## src/logic/sse_defines.svh

```systemverilog
// Constants for the subtract and sleep execution block
`ifndef SSE_DEFINES_SVH
`define SSE_DEFINES_SVH
// ****************************************************************
// Register file and reset values
// ****************************************************************
`define SSE_REG_COUNT     128
`define SSE_REG_RST       8'h00
`define SSE_ADDR_W        7
`define SSE_ACC_RST       8'h00
`define SSE_WDT_RST       8'h00
`define SSE_PRE_RST       8'h00
`define SSE_FLAG_N_RST    1'h1
// ****************************************************************
// Status read word bit positions
// ****************************************************************
`define SSE_ST_CARRY      0
`define SSE_ST_NIBBLE     1
`define SSE_ST_ZERO       2
`define SSE_ST_PD_N       3
`define SSE_ST_TO_N       4
// ****************************************************************
// Register bus offsets
// ****************************************************************
`define SSE_OFF_ACC       8'h00
`define SSE_OFF_STATUS    8'h01
`define SSE_OFF_WDT       8'h02
`define SSE_OFF_PRE       8'h03
`endif

```

## src/logic/sse_pkg.sv

```systemverilog
// Types for the subtract and sleep execution block
package sse_pkg;
    // Instruction selector
    typedef enum logic [1:0] {
        SSE_OP_LITERAL_MINUS_ACCUMULATOR,
        SSE_OP_REGISTER_MINUS_ACCUMULATOR,
        SSE_OP_REGISTER_MINUS_ACCUMULATOR_BORROW,
        SSE_OP_SLEEP
    } sse_op_type;
    // One instruction issue
    typedef struct packed {
        sse_op_type  op;
        logic [7:0]  literal;
        logic [6:0]  reg_addr;
        logic        dest;
    } sse_instr_type;
    // Core state
    typedef enum logic {
        SSE_RUN,
        SSE_SLEEP
    } sse_state_type;
endpackage : sse_pkg

```

## src/logic/sse_exec.sv

```systemverilog
// Execution of the three subtract instructions and the power-down instruction
//
// Design decisions made here: the plain strobed port and the register offsets.
`timescale 1ns/1ps
`include "sse_defines.svh"

module sse_exec
    import sse_pkg::*;
(
    // Clock and reset
    input  wire logic          sys_clk,
    input  wire logic          sys_rst,
    // Instruction issue
    input  wire logic          instr_valid,
    input  wire sse_instr_type instr,
    // Wake event from outside the clock domain
    input  wire logic          wake_pin,
    // Watchdog tick from the same clock domain
    input  wire logic          wdt_tick,
    // Register bus
    input  wire logic [7:0]    bus_addr,
    input  wire logic [7:0]    bus_wdata,
    input  wire logic          bus_wr,
    input  wire logic          bus_rd,
    output logic [7:0]         bus_rdata,
    // Status and power outputs
    output logic [7:0]         accumulator,
    output logic               carry_flag,
    output logic               nibble_carry_flag,
    output logic               zero_flag,
    output logic               timeout_flag_n,
    output logic               powerdown_flag_n,
    output logic               osc_run,
    output logic               core_halted
);

    // ****************************************************************
    // State
    // ****************************************************************
    logic [7:0]    regs_q [`SSE_REG_COUNT];
    logic [7:0]    acc_q;
    logic          c_q;
    logic          dc_q;
    logic          z_q;
    logic          to_n_q;
    logic          pd_n_q;
    logic [7:0]    wdt_q;
    logic [7:0]    pre_q;
    sse_state_type state_q;
    logic [1:0]    wake_sync_q;
    logic [7:0]    rdata_q;

    // ****************************************************************
    // Arithmetic
    // ****************************************************************
    logic [7:0] minuend;
    logic [8:0] diff;
    logic [4:0] ndiff;
    logic       borrow_in;
    logic       is_sub;
    logic       exec;

    // Instructions are ignored while asleep; exec is gated by the run state, and sys_clk keeps running
    assign exec   = instr_valid && (state_q == SSE_RUN);
    assign is_sub = exec && (instr.op != SSE_OP_SLEEP);

    // Minuend is the literal or the addressed register
    always_comb begin
        if (instr.op == SSE_OP_LITERAL_MINUS_ACCUMULATOR) begin
            minuend = instr.literal;
        end else begin
            minuend = regs_q[instr.reg_addr];
        end
    end

    // Borrow is the inverted carry, only for the borrow form
    assign borrow_in = (instr.op == SSE_OP_REGISTER_MINUS_ACCUMULATOR_BORROW) ? ~c_q : 1'b0;

    // Carry out of bit 7 set means no borrow, so accumulator did not exceed minuend
    assign diff  = {1'b0, minuend} + {1'b0, ~acc_q} + {8'h00, ~borrow_in};
    assign ndiff = {1'b0, minuend[3:0]} + {1'b0, ~acc_q[3:0]} + {4'h0, ~borrow_in};

    // ****************************************************************
    // Result routing
    // ****************************************************************
    // Literal form lands in the accumulator whatever dest says, unless a same-cycle bus write to it wins
    always_ff @(posedge sys_clk) begin
        if (sys_rst) begin
            acc_q <= `SSE_ACC_RST;
        end else if (bus_wr && bus_addr == `SSE_OFF_ACC) begin
            acc_q <= bus_wdata;
        end else if (is_sub && (instr.op == SSE_OP_LITERAL_MINUS_ACCUMULATOR
                                || !instr.dest)) begin
            acc_q <= diff[7:0];
        end
    end

    // Register write-back when destination bit is one; the file is cleared on reset
    // so that no register operand is ever unknown, at the cost of a wide reset fan-out
    always_ff @(posedge sys_clk) begin
        if (sys_rst) begin
            for (int i = 0; i < `SSE_REG_COUNT; i++) begin
                regs_q[i] <= `SSE_REG_RST;
            end
        end else if (is_sub && instr.op != SSE_OP_LITERAL_MINUS_ACCUMULATOR
                     && instr.dest) begin
            regs_q[instr.reg_addr] <= diff[7:0];
        end
    end

    // Arithmetic flags
    always_ff @(posedge sys_clk) begin
        if (sys_rst) begin
            c_q  <= 1'b0;
            dc_q <= 1'b0;
            z_q  <= 1'b0;
        end else if (is_sub) begin
            c_q  <= diff[8];
            dc_q <= ndiff[4];
            z_q  <= (diff[7:0] == 8'h00);
        end
    end

    // ****************************************************************
    // Power-down and watchdog
    // ****************************************************************
    // Two flip-flops before the wake pin is looked at
    always_ff @(posedge sys_clk) begin
        if (sys_rst) begin
            wake_sync_q <= 2'h0;
        end else begin
            wake_sync_q <= {wake_sync_q[0], wake_pin};
        end
    end

    // Sleep state; wake is the only way out short of reset
    always_ff @(posedge sys_clk) begin
        if (sys_rst) begin
            state_q <= SSE_RUN;
        end else begin
            case (state_q)
                SSE_RUN: begin
                    if (exec && instr.op == SSE_OP_SLEEP) begin
                        state_q <= SSE_SLEEP;
                    end
                end
                SSE_SLEEP: begin
                    if (wake_sync_q[1]) begin
                        state_q <= SSE_RUN;
                    end
                end
                default: state_q <= SSE_RUN;
            endcase
        end
    end

    // Status bits; reset leaves both high
    always_ff @(posedge sys_clk) begin
        if (sys_rst) begin
            to_n_q <= `SSE_FLAG_N_RST;
            pd_n_q <= `SSE_FLAG_N_RST;
        end else if (exec && instr.op == SSE_OP_SLEEP) begin
            to_n_q <= 1'b1;
            pd_n_q <= 1'b0;
        end
    end

    // Watchdog counts prescaled ticks; power-down clears both stages
    always_ff @(posedge sys_clk) begin
        if (sys_rst) begin
            wdt_q <= `SSE_WDT_RST;
            pre_q <= `SSE_PRE_RST;
        end else if (exec && instr.op == SSE_OP_SLEEP) begin
            wdt_q <= 8'h00;
            pre_q <= 8'h00;
        end else if (wdt_tick) begin
            pre_q <= pre_q + 8'h01;
            if (pre_q == 8'hFF) begin
                wdt_q <= wdt_q + 8'h01;
            end
        end
    end

    // ****************************************************************
    // Register bus read
    // ****************************************************************
    // Unmapped offsets read zero
    always_ff @(posedge sys_clk) begin
        if (sys_rst) begin
            rdata_q <= 8'h00;
        end else if (bus_rd) begin
            case (bus_addr)
                `SSE_OFF_ACC:    rdata_q <= acc_q;
                `SSE_OFF_STATUS: rdata_q <= {3'h0, to_n_q, pd_n_q, z_q, dc_q, c_q};
                `SSE_OFF_WDT:    rdata_q <= wdt_q;
                `SSE_OFF_PRE:    rdata_q <= pre_q;
                default:         rdata_q <= 8'h00;
            endcase
        end else begin
            rdata_q <= 8'h00;
        end
    end

    assign bus_rdata         = rdata_q;
    assign accumulator       = acc_q;
    assign carry_flag        = c_q;
    assign nibble_carry_flag = dc_q;
    assign zero_flag         = z_q;
    assign timeout_flag_n    = to_n_q;
    assign powerdown_flag_n  = pd_n_q;
    assign osc_run           = (state_q == SSE_RUN);
    assign core_halted       = (state_q == SSE_SLEEP);
endmodule : sse_exec

```

## config.mk

```make
export PLATFORM = sky130hd
export DESIGN_NAME = sse_exec
export DESIGN_NICKNAME = d
export VERILOG_FILES = /design/src/logic/sse_pkg.sv /design/src/logic/sse_exec.sv
export VERILOG_INCLUDE_DIRS = /design/src /design/src/logic
export SDC_FILE = /design/constraint.sdc
export NUM_CORES = 2
export LEC_CHECK = 0
export BUFFER_PORTS_ARGS = -buffer_cell sky130_fd_sc_hd__buf_2
export CAP_MARGIN = 10
export CELL_PAD_IN_SITES_DETAIL_PLACEMENT = 1
export CELL_PAD_IN_SITES_GLOBAL_PLACEMENT = 1
export CORE_MARGIN = 3
export CORE_UTILIZATION = 30
export DETAILED_ROUTE_END_ITERATION = 8
export PLACE_DENSITY = 0.52
export SLEW_MARGIN = 5
export SYNTH_ARGS = -nofsm -noshare
export SYNTH_HDL_FRONTEND = slang
export SYNTH_SLANG_ARGS = --single-unit
export TNS_END_PERCENT = 30
```

## constraint.sdc

```tcl
create_clock -name sys_clk -period 5.15 [get_ports sys_clk]
set_input_delay 0.2575 -clock sys_clk [delete_from_list [all_inputs] [get_ports sys_clk]]
set_output_delay 0.2575 -clock sys_clk [all_outputs]
set_load 0.01 [all_outputs]
```

## Word level (Yosys, flattened, before mapping)

Memories as Yosys holds them, arrays and structs flattened.
Cells that the tools add are included.
W data, S select, Z words.

- Bits in registers: 39
- Memory bits (writable): 1024
- Input port bits: 41
- Output and inout bits: 23
- Word-level logic and storage cells: 64
- Memories: 1

Memories:

| name | words | bits a word | read ports | clocked after memory_dff | write ports | line | text |
|---|---|---|---|---|---|---|---|
| regs_q | 128 | 8 | 1 | 0 | 128 | sse_exec.sv:40 | `` logic [7:0] regs_q [`SSE_REG_COUNT]; `` |

- Add/subtract/negate cells: 6
- Equality and inequality tests: 7
- Mux-type cells: 16
- Bitwise logic cells: 6
- Reductions and logical operators: 18

Operators by type and width:

| cell | count |
|---|---|
| $mux W8 | 4 |
| $pmux W8 S4 | 1 |
| $add A8 B1 Y8 const B | 2 |
| $eq A8 B2 Y1 const B | 2 |
| $logic_not A8 Y1 | 2 |
| $add A8 B8 Y9 | 1 |
| $add A9 B1 Y9 | 1 |
| $mux W1 | 9 |
| $eq A8 B1 Y1 const B | 1 |
| $eq A8 B8 Y1 const B | 1 |
| $not A8 Y8 | 1 |
| $reduce_or A8 Y1 | 1 |
| $logic_and A1 B1 Y1 | 7 |
| $mux W7 | 1 |
| $add A4 B4 Y5 | 1 |
| $add A5 B1 Y5 | 1 |
| $eq A2 B2 Y1 const B | 2 |
| $not A1 Y1 | 4 |
| $not A4 Y4 | 1 |
| $reduce_bool A2 Y1 | 2 |
| $reduce_or A2 Y1 | 2 |
| $logic_not A2 Y1 | 1 |
| $ne A2 B2 Y1 const B | 1 |
| $pmux W1 S2 | 1 |
| 3 further kinds | 3 |

## Depth between registers and ports, before layout

- Word-level depth: 10
- Gate-level depth with buffers: 24
- Mapped depth without buffers: 17

## Worst setup path before layout

Ideal clock, no wire load.

- Path kind: input port to flip-flop
- Start point: input instr[3] (netlist bit)
- End point: memory regs_q[81][6] (data pin)
- Setup time: 0.265 ns
- Data arrival time: 4.547 ns
- Required time: 4.885 ns
- Slack: 0.338 ns
- Stages: 22
- Buffers on the path: 7
- Path through: buf_2 buf_4 buf_2 buf_2 buf_4 mux4_2 nand2_1 nand2_1 a221oi_1 nand3_1 o32ai_1 fa_1 inv_1 fa_1 a21o_1 a21oi_1 o21bai_1 a21oi_1 xor2_1 clkbuf_1 buf_1 nor2_1

RTL lines:

| what | line | text |
|---|---|---|
| start: declaration | sse_exec.sv:15 | `input wire sse_instr_type instr,` |
| end: declaration | sse_exec.sv:40 |  |

==> flow_metrics.py <==
metrics = {
    "run_status": {
        "status": "finished clean",
    },
    "grt": {
        "grt_pass1_wl_mm": 274,
        "grt_pass1_vias": 34911,
        "grt_usage_pct": 23.4,
        "grt-ovfl-total": 0,
        "grt_max_degree": 62,
        "antenna_found_initial": 3,
    },
    "critical_path": {
        "critPathMostFrequentCell": "buf_4",
        "crit_path_end_kind": "register",
        "start_kind": "primary input",
        "cp_num_buf_inv": 8,
        "cp_max_fo": 29,
        "max_stage_delay_ns": 0.82,
        "crit_chain": "buf_8 > buf_4 > nor2b_4 > buf_4 > a221oi_1 > o211ai_1 > a211oi_1 > buf_4 > o41ai_1 > buf_4 > ha_1 > o2111ai_1 > nand4b_1 > o31ai_1 > buf_4 > xor2_4 > buf_12 > buf_12 > nor2_1",
        "worstSetupPathType": "primary input to register",
        "path_delay_family": "buffers and inverters",
        "critPathArrivalTime_ns": 5.40,
        "r2r_setup_slack_ns": 0.24,
        "crit_slowest_cell": "o41ai_1",
        "worstPathRequired_ns": 5.64,
    },
    "sta": {
        "worst_slack_ns": 0.240,
        "max_slew_margin_pct": 30.8,
        "drv_slew": 0,
        "fmax_ghz": 0.204,
        "finalCriticalPeriod_ns": 4.91,
        "worst_slew_pin_slew_ns": 1.02,
        "setup-violations-final": 0,
        "finClkSkew_ns": 0.0458,
        "tns_ns": 0,
        "rsz0062_at_grt": "false",
        "finalHoldViolations": 0,
        "fin_crit_sh_pct": 95.3,
    },
    "floorplan": {
        "die_h_um": 405,
        "initial_core_util_pct": 30.4,
        "dieArea_um2": 164000,
        "ioPinCount": 64,
        "rows": 145,
        "die_w_um": 405,
        "coreArea_um2": 157000,
    },
    "synth": {
        "synth-async-reset-ratio_pct": 0,
        "yosysWarnings": 0,
        "ys_seq_area_share_pct": 66.0,
        "avgSynthCellArea_um2": 12.4,
        "synthDistinctLibCells": 70,
        "yosys_most_used_dff": "edfxtp_1",
        "yosysTopAreaCellShare_pct": 64.4,
        "yosysTopAreaCell": "edfxtp_1",
        "synth_edf_count": 1024,
        "synth_area_leaders": "edfxtp_1 64%, nor2_1 8.1%, mux4_2 3.6%",
        "synth-seq-cells": 1063,
        "synth_fp_nets": 3888,
        "netlist_instances": 3836,
        "syn_area_um2": 47700,
    },
    "final_layout": {
        "final_common_cell": "edfxtp_1",
        "post-route-cell-area_um2": 57000,
        "areaGrowthSynthToFinish_pct": 19.4,
        "stdcell_count": 6218,
        "drive_gt1_share_pct": 18.3,
        "fin_nets": 4112,
        "final_cell_mix": "1024 x edfxtp_1, 1022 x nor2_1, 271 x buf_4",
    },
    "pwr": {
        "internal_power_mw": 16.2,
        "power.switching_mw": 7.14,
        "p_leak_nw": 21.0,
        "power_mw": 23.4,
        "pwr_density_cell_nw_per_um2": 410,
        "combPwrFrac_pct": 20.8,
        "peakVddDrop_uv": 270,
        "p_seq_share_pct": 42.2,
        "swShare_pct": 30.5,
        "clkPwrFrac_pct": 37.0,
    },
    "placed_design": {
        "place_area_um2": 53000,
        "io_buffers": 62,
        "dp_slack_ns": -0.317,
        "routabilityCongestion": 0.906,
        "dp_cells": 5976,
        "hpwl_mm": 132,
    },
    "drt": {
        "ant_nets": 0,
        "drt_iter0_drc": 3680,
        "viasPerCell": 5.51,
        "first_pass_iters": 5,
        "vias": 34238,
        "finalWirelength_mm": 194,
        "drcViolationCount": 0,
        "drt-wirelength-per-cell_um": 31.2,
    },
    "cts": {
        "clock_latency_ns": 0.77,
        "htreeDepth": 3,
        "cts_tree": "done",
        "path_clk_slew_ns": 0.06,
        "cts.sinks": 1063,
        "cts_root_buf": "clkbuf_16",
        "clk_path_buf_depth": 3,
        "cts_buffers": 120,
    },
    "flow_run": {
        "drv_cap": 0,
    },
    "min_path": {
        "min-delay-path-class": "primary input to register",
    },
}
## sequential cells by signal, summed over array words and instances (netlist names)
| register | count |
|---|---|
| accumulator | 8 |
| bus_rdata | 8 |
| carry_flag | 1 |
| core_halted | 1 |
| nibble_carry_flag | 1 |
| powerdown_flag_n | 1 |
| pre_q | 8 |
| regs_q | 1024 |
| wake_sync_q | 2 |
| wdt_q | 8 |
| zero_flag | 1 |
## power groups by stage
stage	Clock (mW)	Sequential (mW)	Combinational, mW
after floorplan	0	9.97	1.99
after global placement	0	10.0	4.82
after detailed placement	0	10.0	4.84
final	8.65	9.85	4.87
after CTS	8.81	9.85	4.87
after global routing	9.10	9.87	5.08
## routing by layer
layer | up-vias | part of all wire [%] | global-route usage, %
met5 | - | 0.0046 | 0
met4 | 2 | 3.1 | 7.00
met3 | 253 | 7.0 | 4.06
met2 | 1296 | 46 | 36.9
met1 | 18106 | 44 | 32.8
li1 | 14581 | - | -
## cells in the mapped netlist (18+ instances only)
library cell  count
nand2b_1        138
nor2_1         1026
o211ai_1         18
mux2i_1          98
a221o_1          21
mux4_2           77
nand2_1         233
nand3_1          23
a21oi_1          79
o21ai_0          83
clkbuf_1        219
a22oi_1          70
edfxtp_1       1024
and3_1          135
o22ai_1          18
dfxtp_1          39
buf_2            71
a221oi_1        107
mux2_2           83
## worst min-delay path, cell delays in order
cell and delay (ns):
buf_2 0.18, mux4_2 0.23, nor2b_1 0.12
## through the flow
stage          util [%]  hold WS, ns
2_1_floorplan         -        0.386
3_3_place_gp       33.7        0.432
3_5_place_dp       33.7        0.430
4_1_cts            36.3      0.00268
5_1_grt            36.3       0.0593
6_report           36.3       0.0702
## cells by family (layout without fill, tap and decap cells)
kind of cell | after synthesis | after routing | share of synthesized area [%]
other | 1 | 5 | 0.00785
buffers and inverters | 339 | 659 | 3.04
XOR/XNOR | 21 | 21 | 0.385
AO/OA/AOI/OAI | 511 | 511 | 7.72
adder cells (fa/ha/maj) | 11 | 11 | 0.320
multiplexers | 260 | 260 | 7.75
flip-flops | 1063 | 1063 | 66.0
AND/OR/NAND/NOR | 1630 | 1630 | 14.7
## final cells by class
class	instances	area, um^2
flip-flops and latches	1063	31500
multi-input cells	2434	15000
fillers	16622	100000
clock inverters	58	662
inverters	17	66.3
well taps	2058	2570
diodes	4	10.0
repair buffers	424	4020
clock buffers	160	3190
## path summary, 6_finish.rpt
check	from	to	cells past startpoint
setup / recovery	instr[3]	regs_q[20][7]	19
hold / removal	bus_addr[0]	bus_rdata[1]	3
setup reg to reg	regs_q[12][1]	regs_q[88][6]	15
hold reg to reg	wake_sync_q[0]	wake_sync_q[1]	1
## repair_timing
action | CTS | global route
buffers inserted | 0 | 1
endpoints found under the setup margin | 0 | 76
gates resized for setup | 0 | 1
hold buffers | 19 | 0
endpoints found under the hold margin | 27 | 0
No activity file was read; power rests on OpenSTA's default activity.
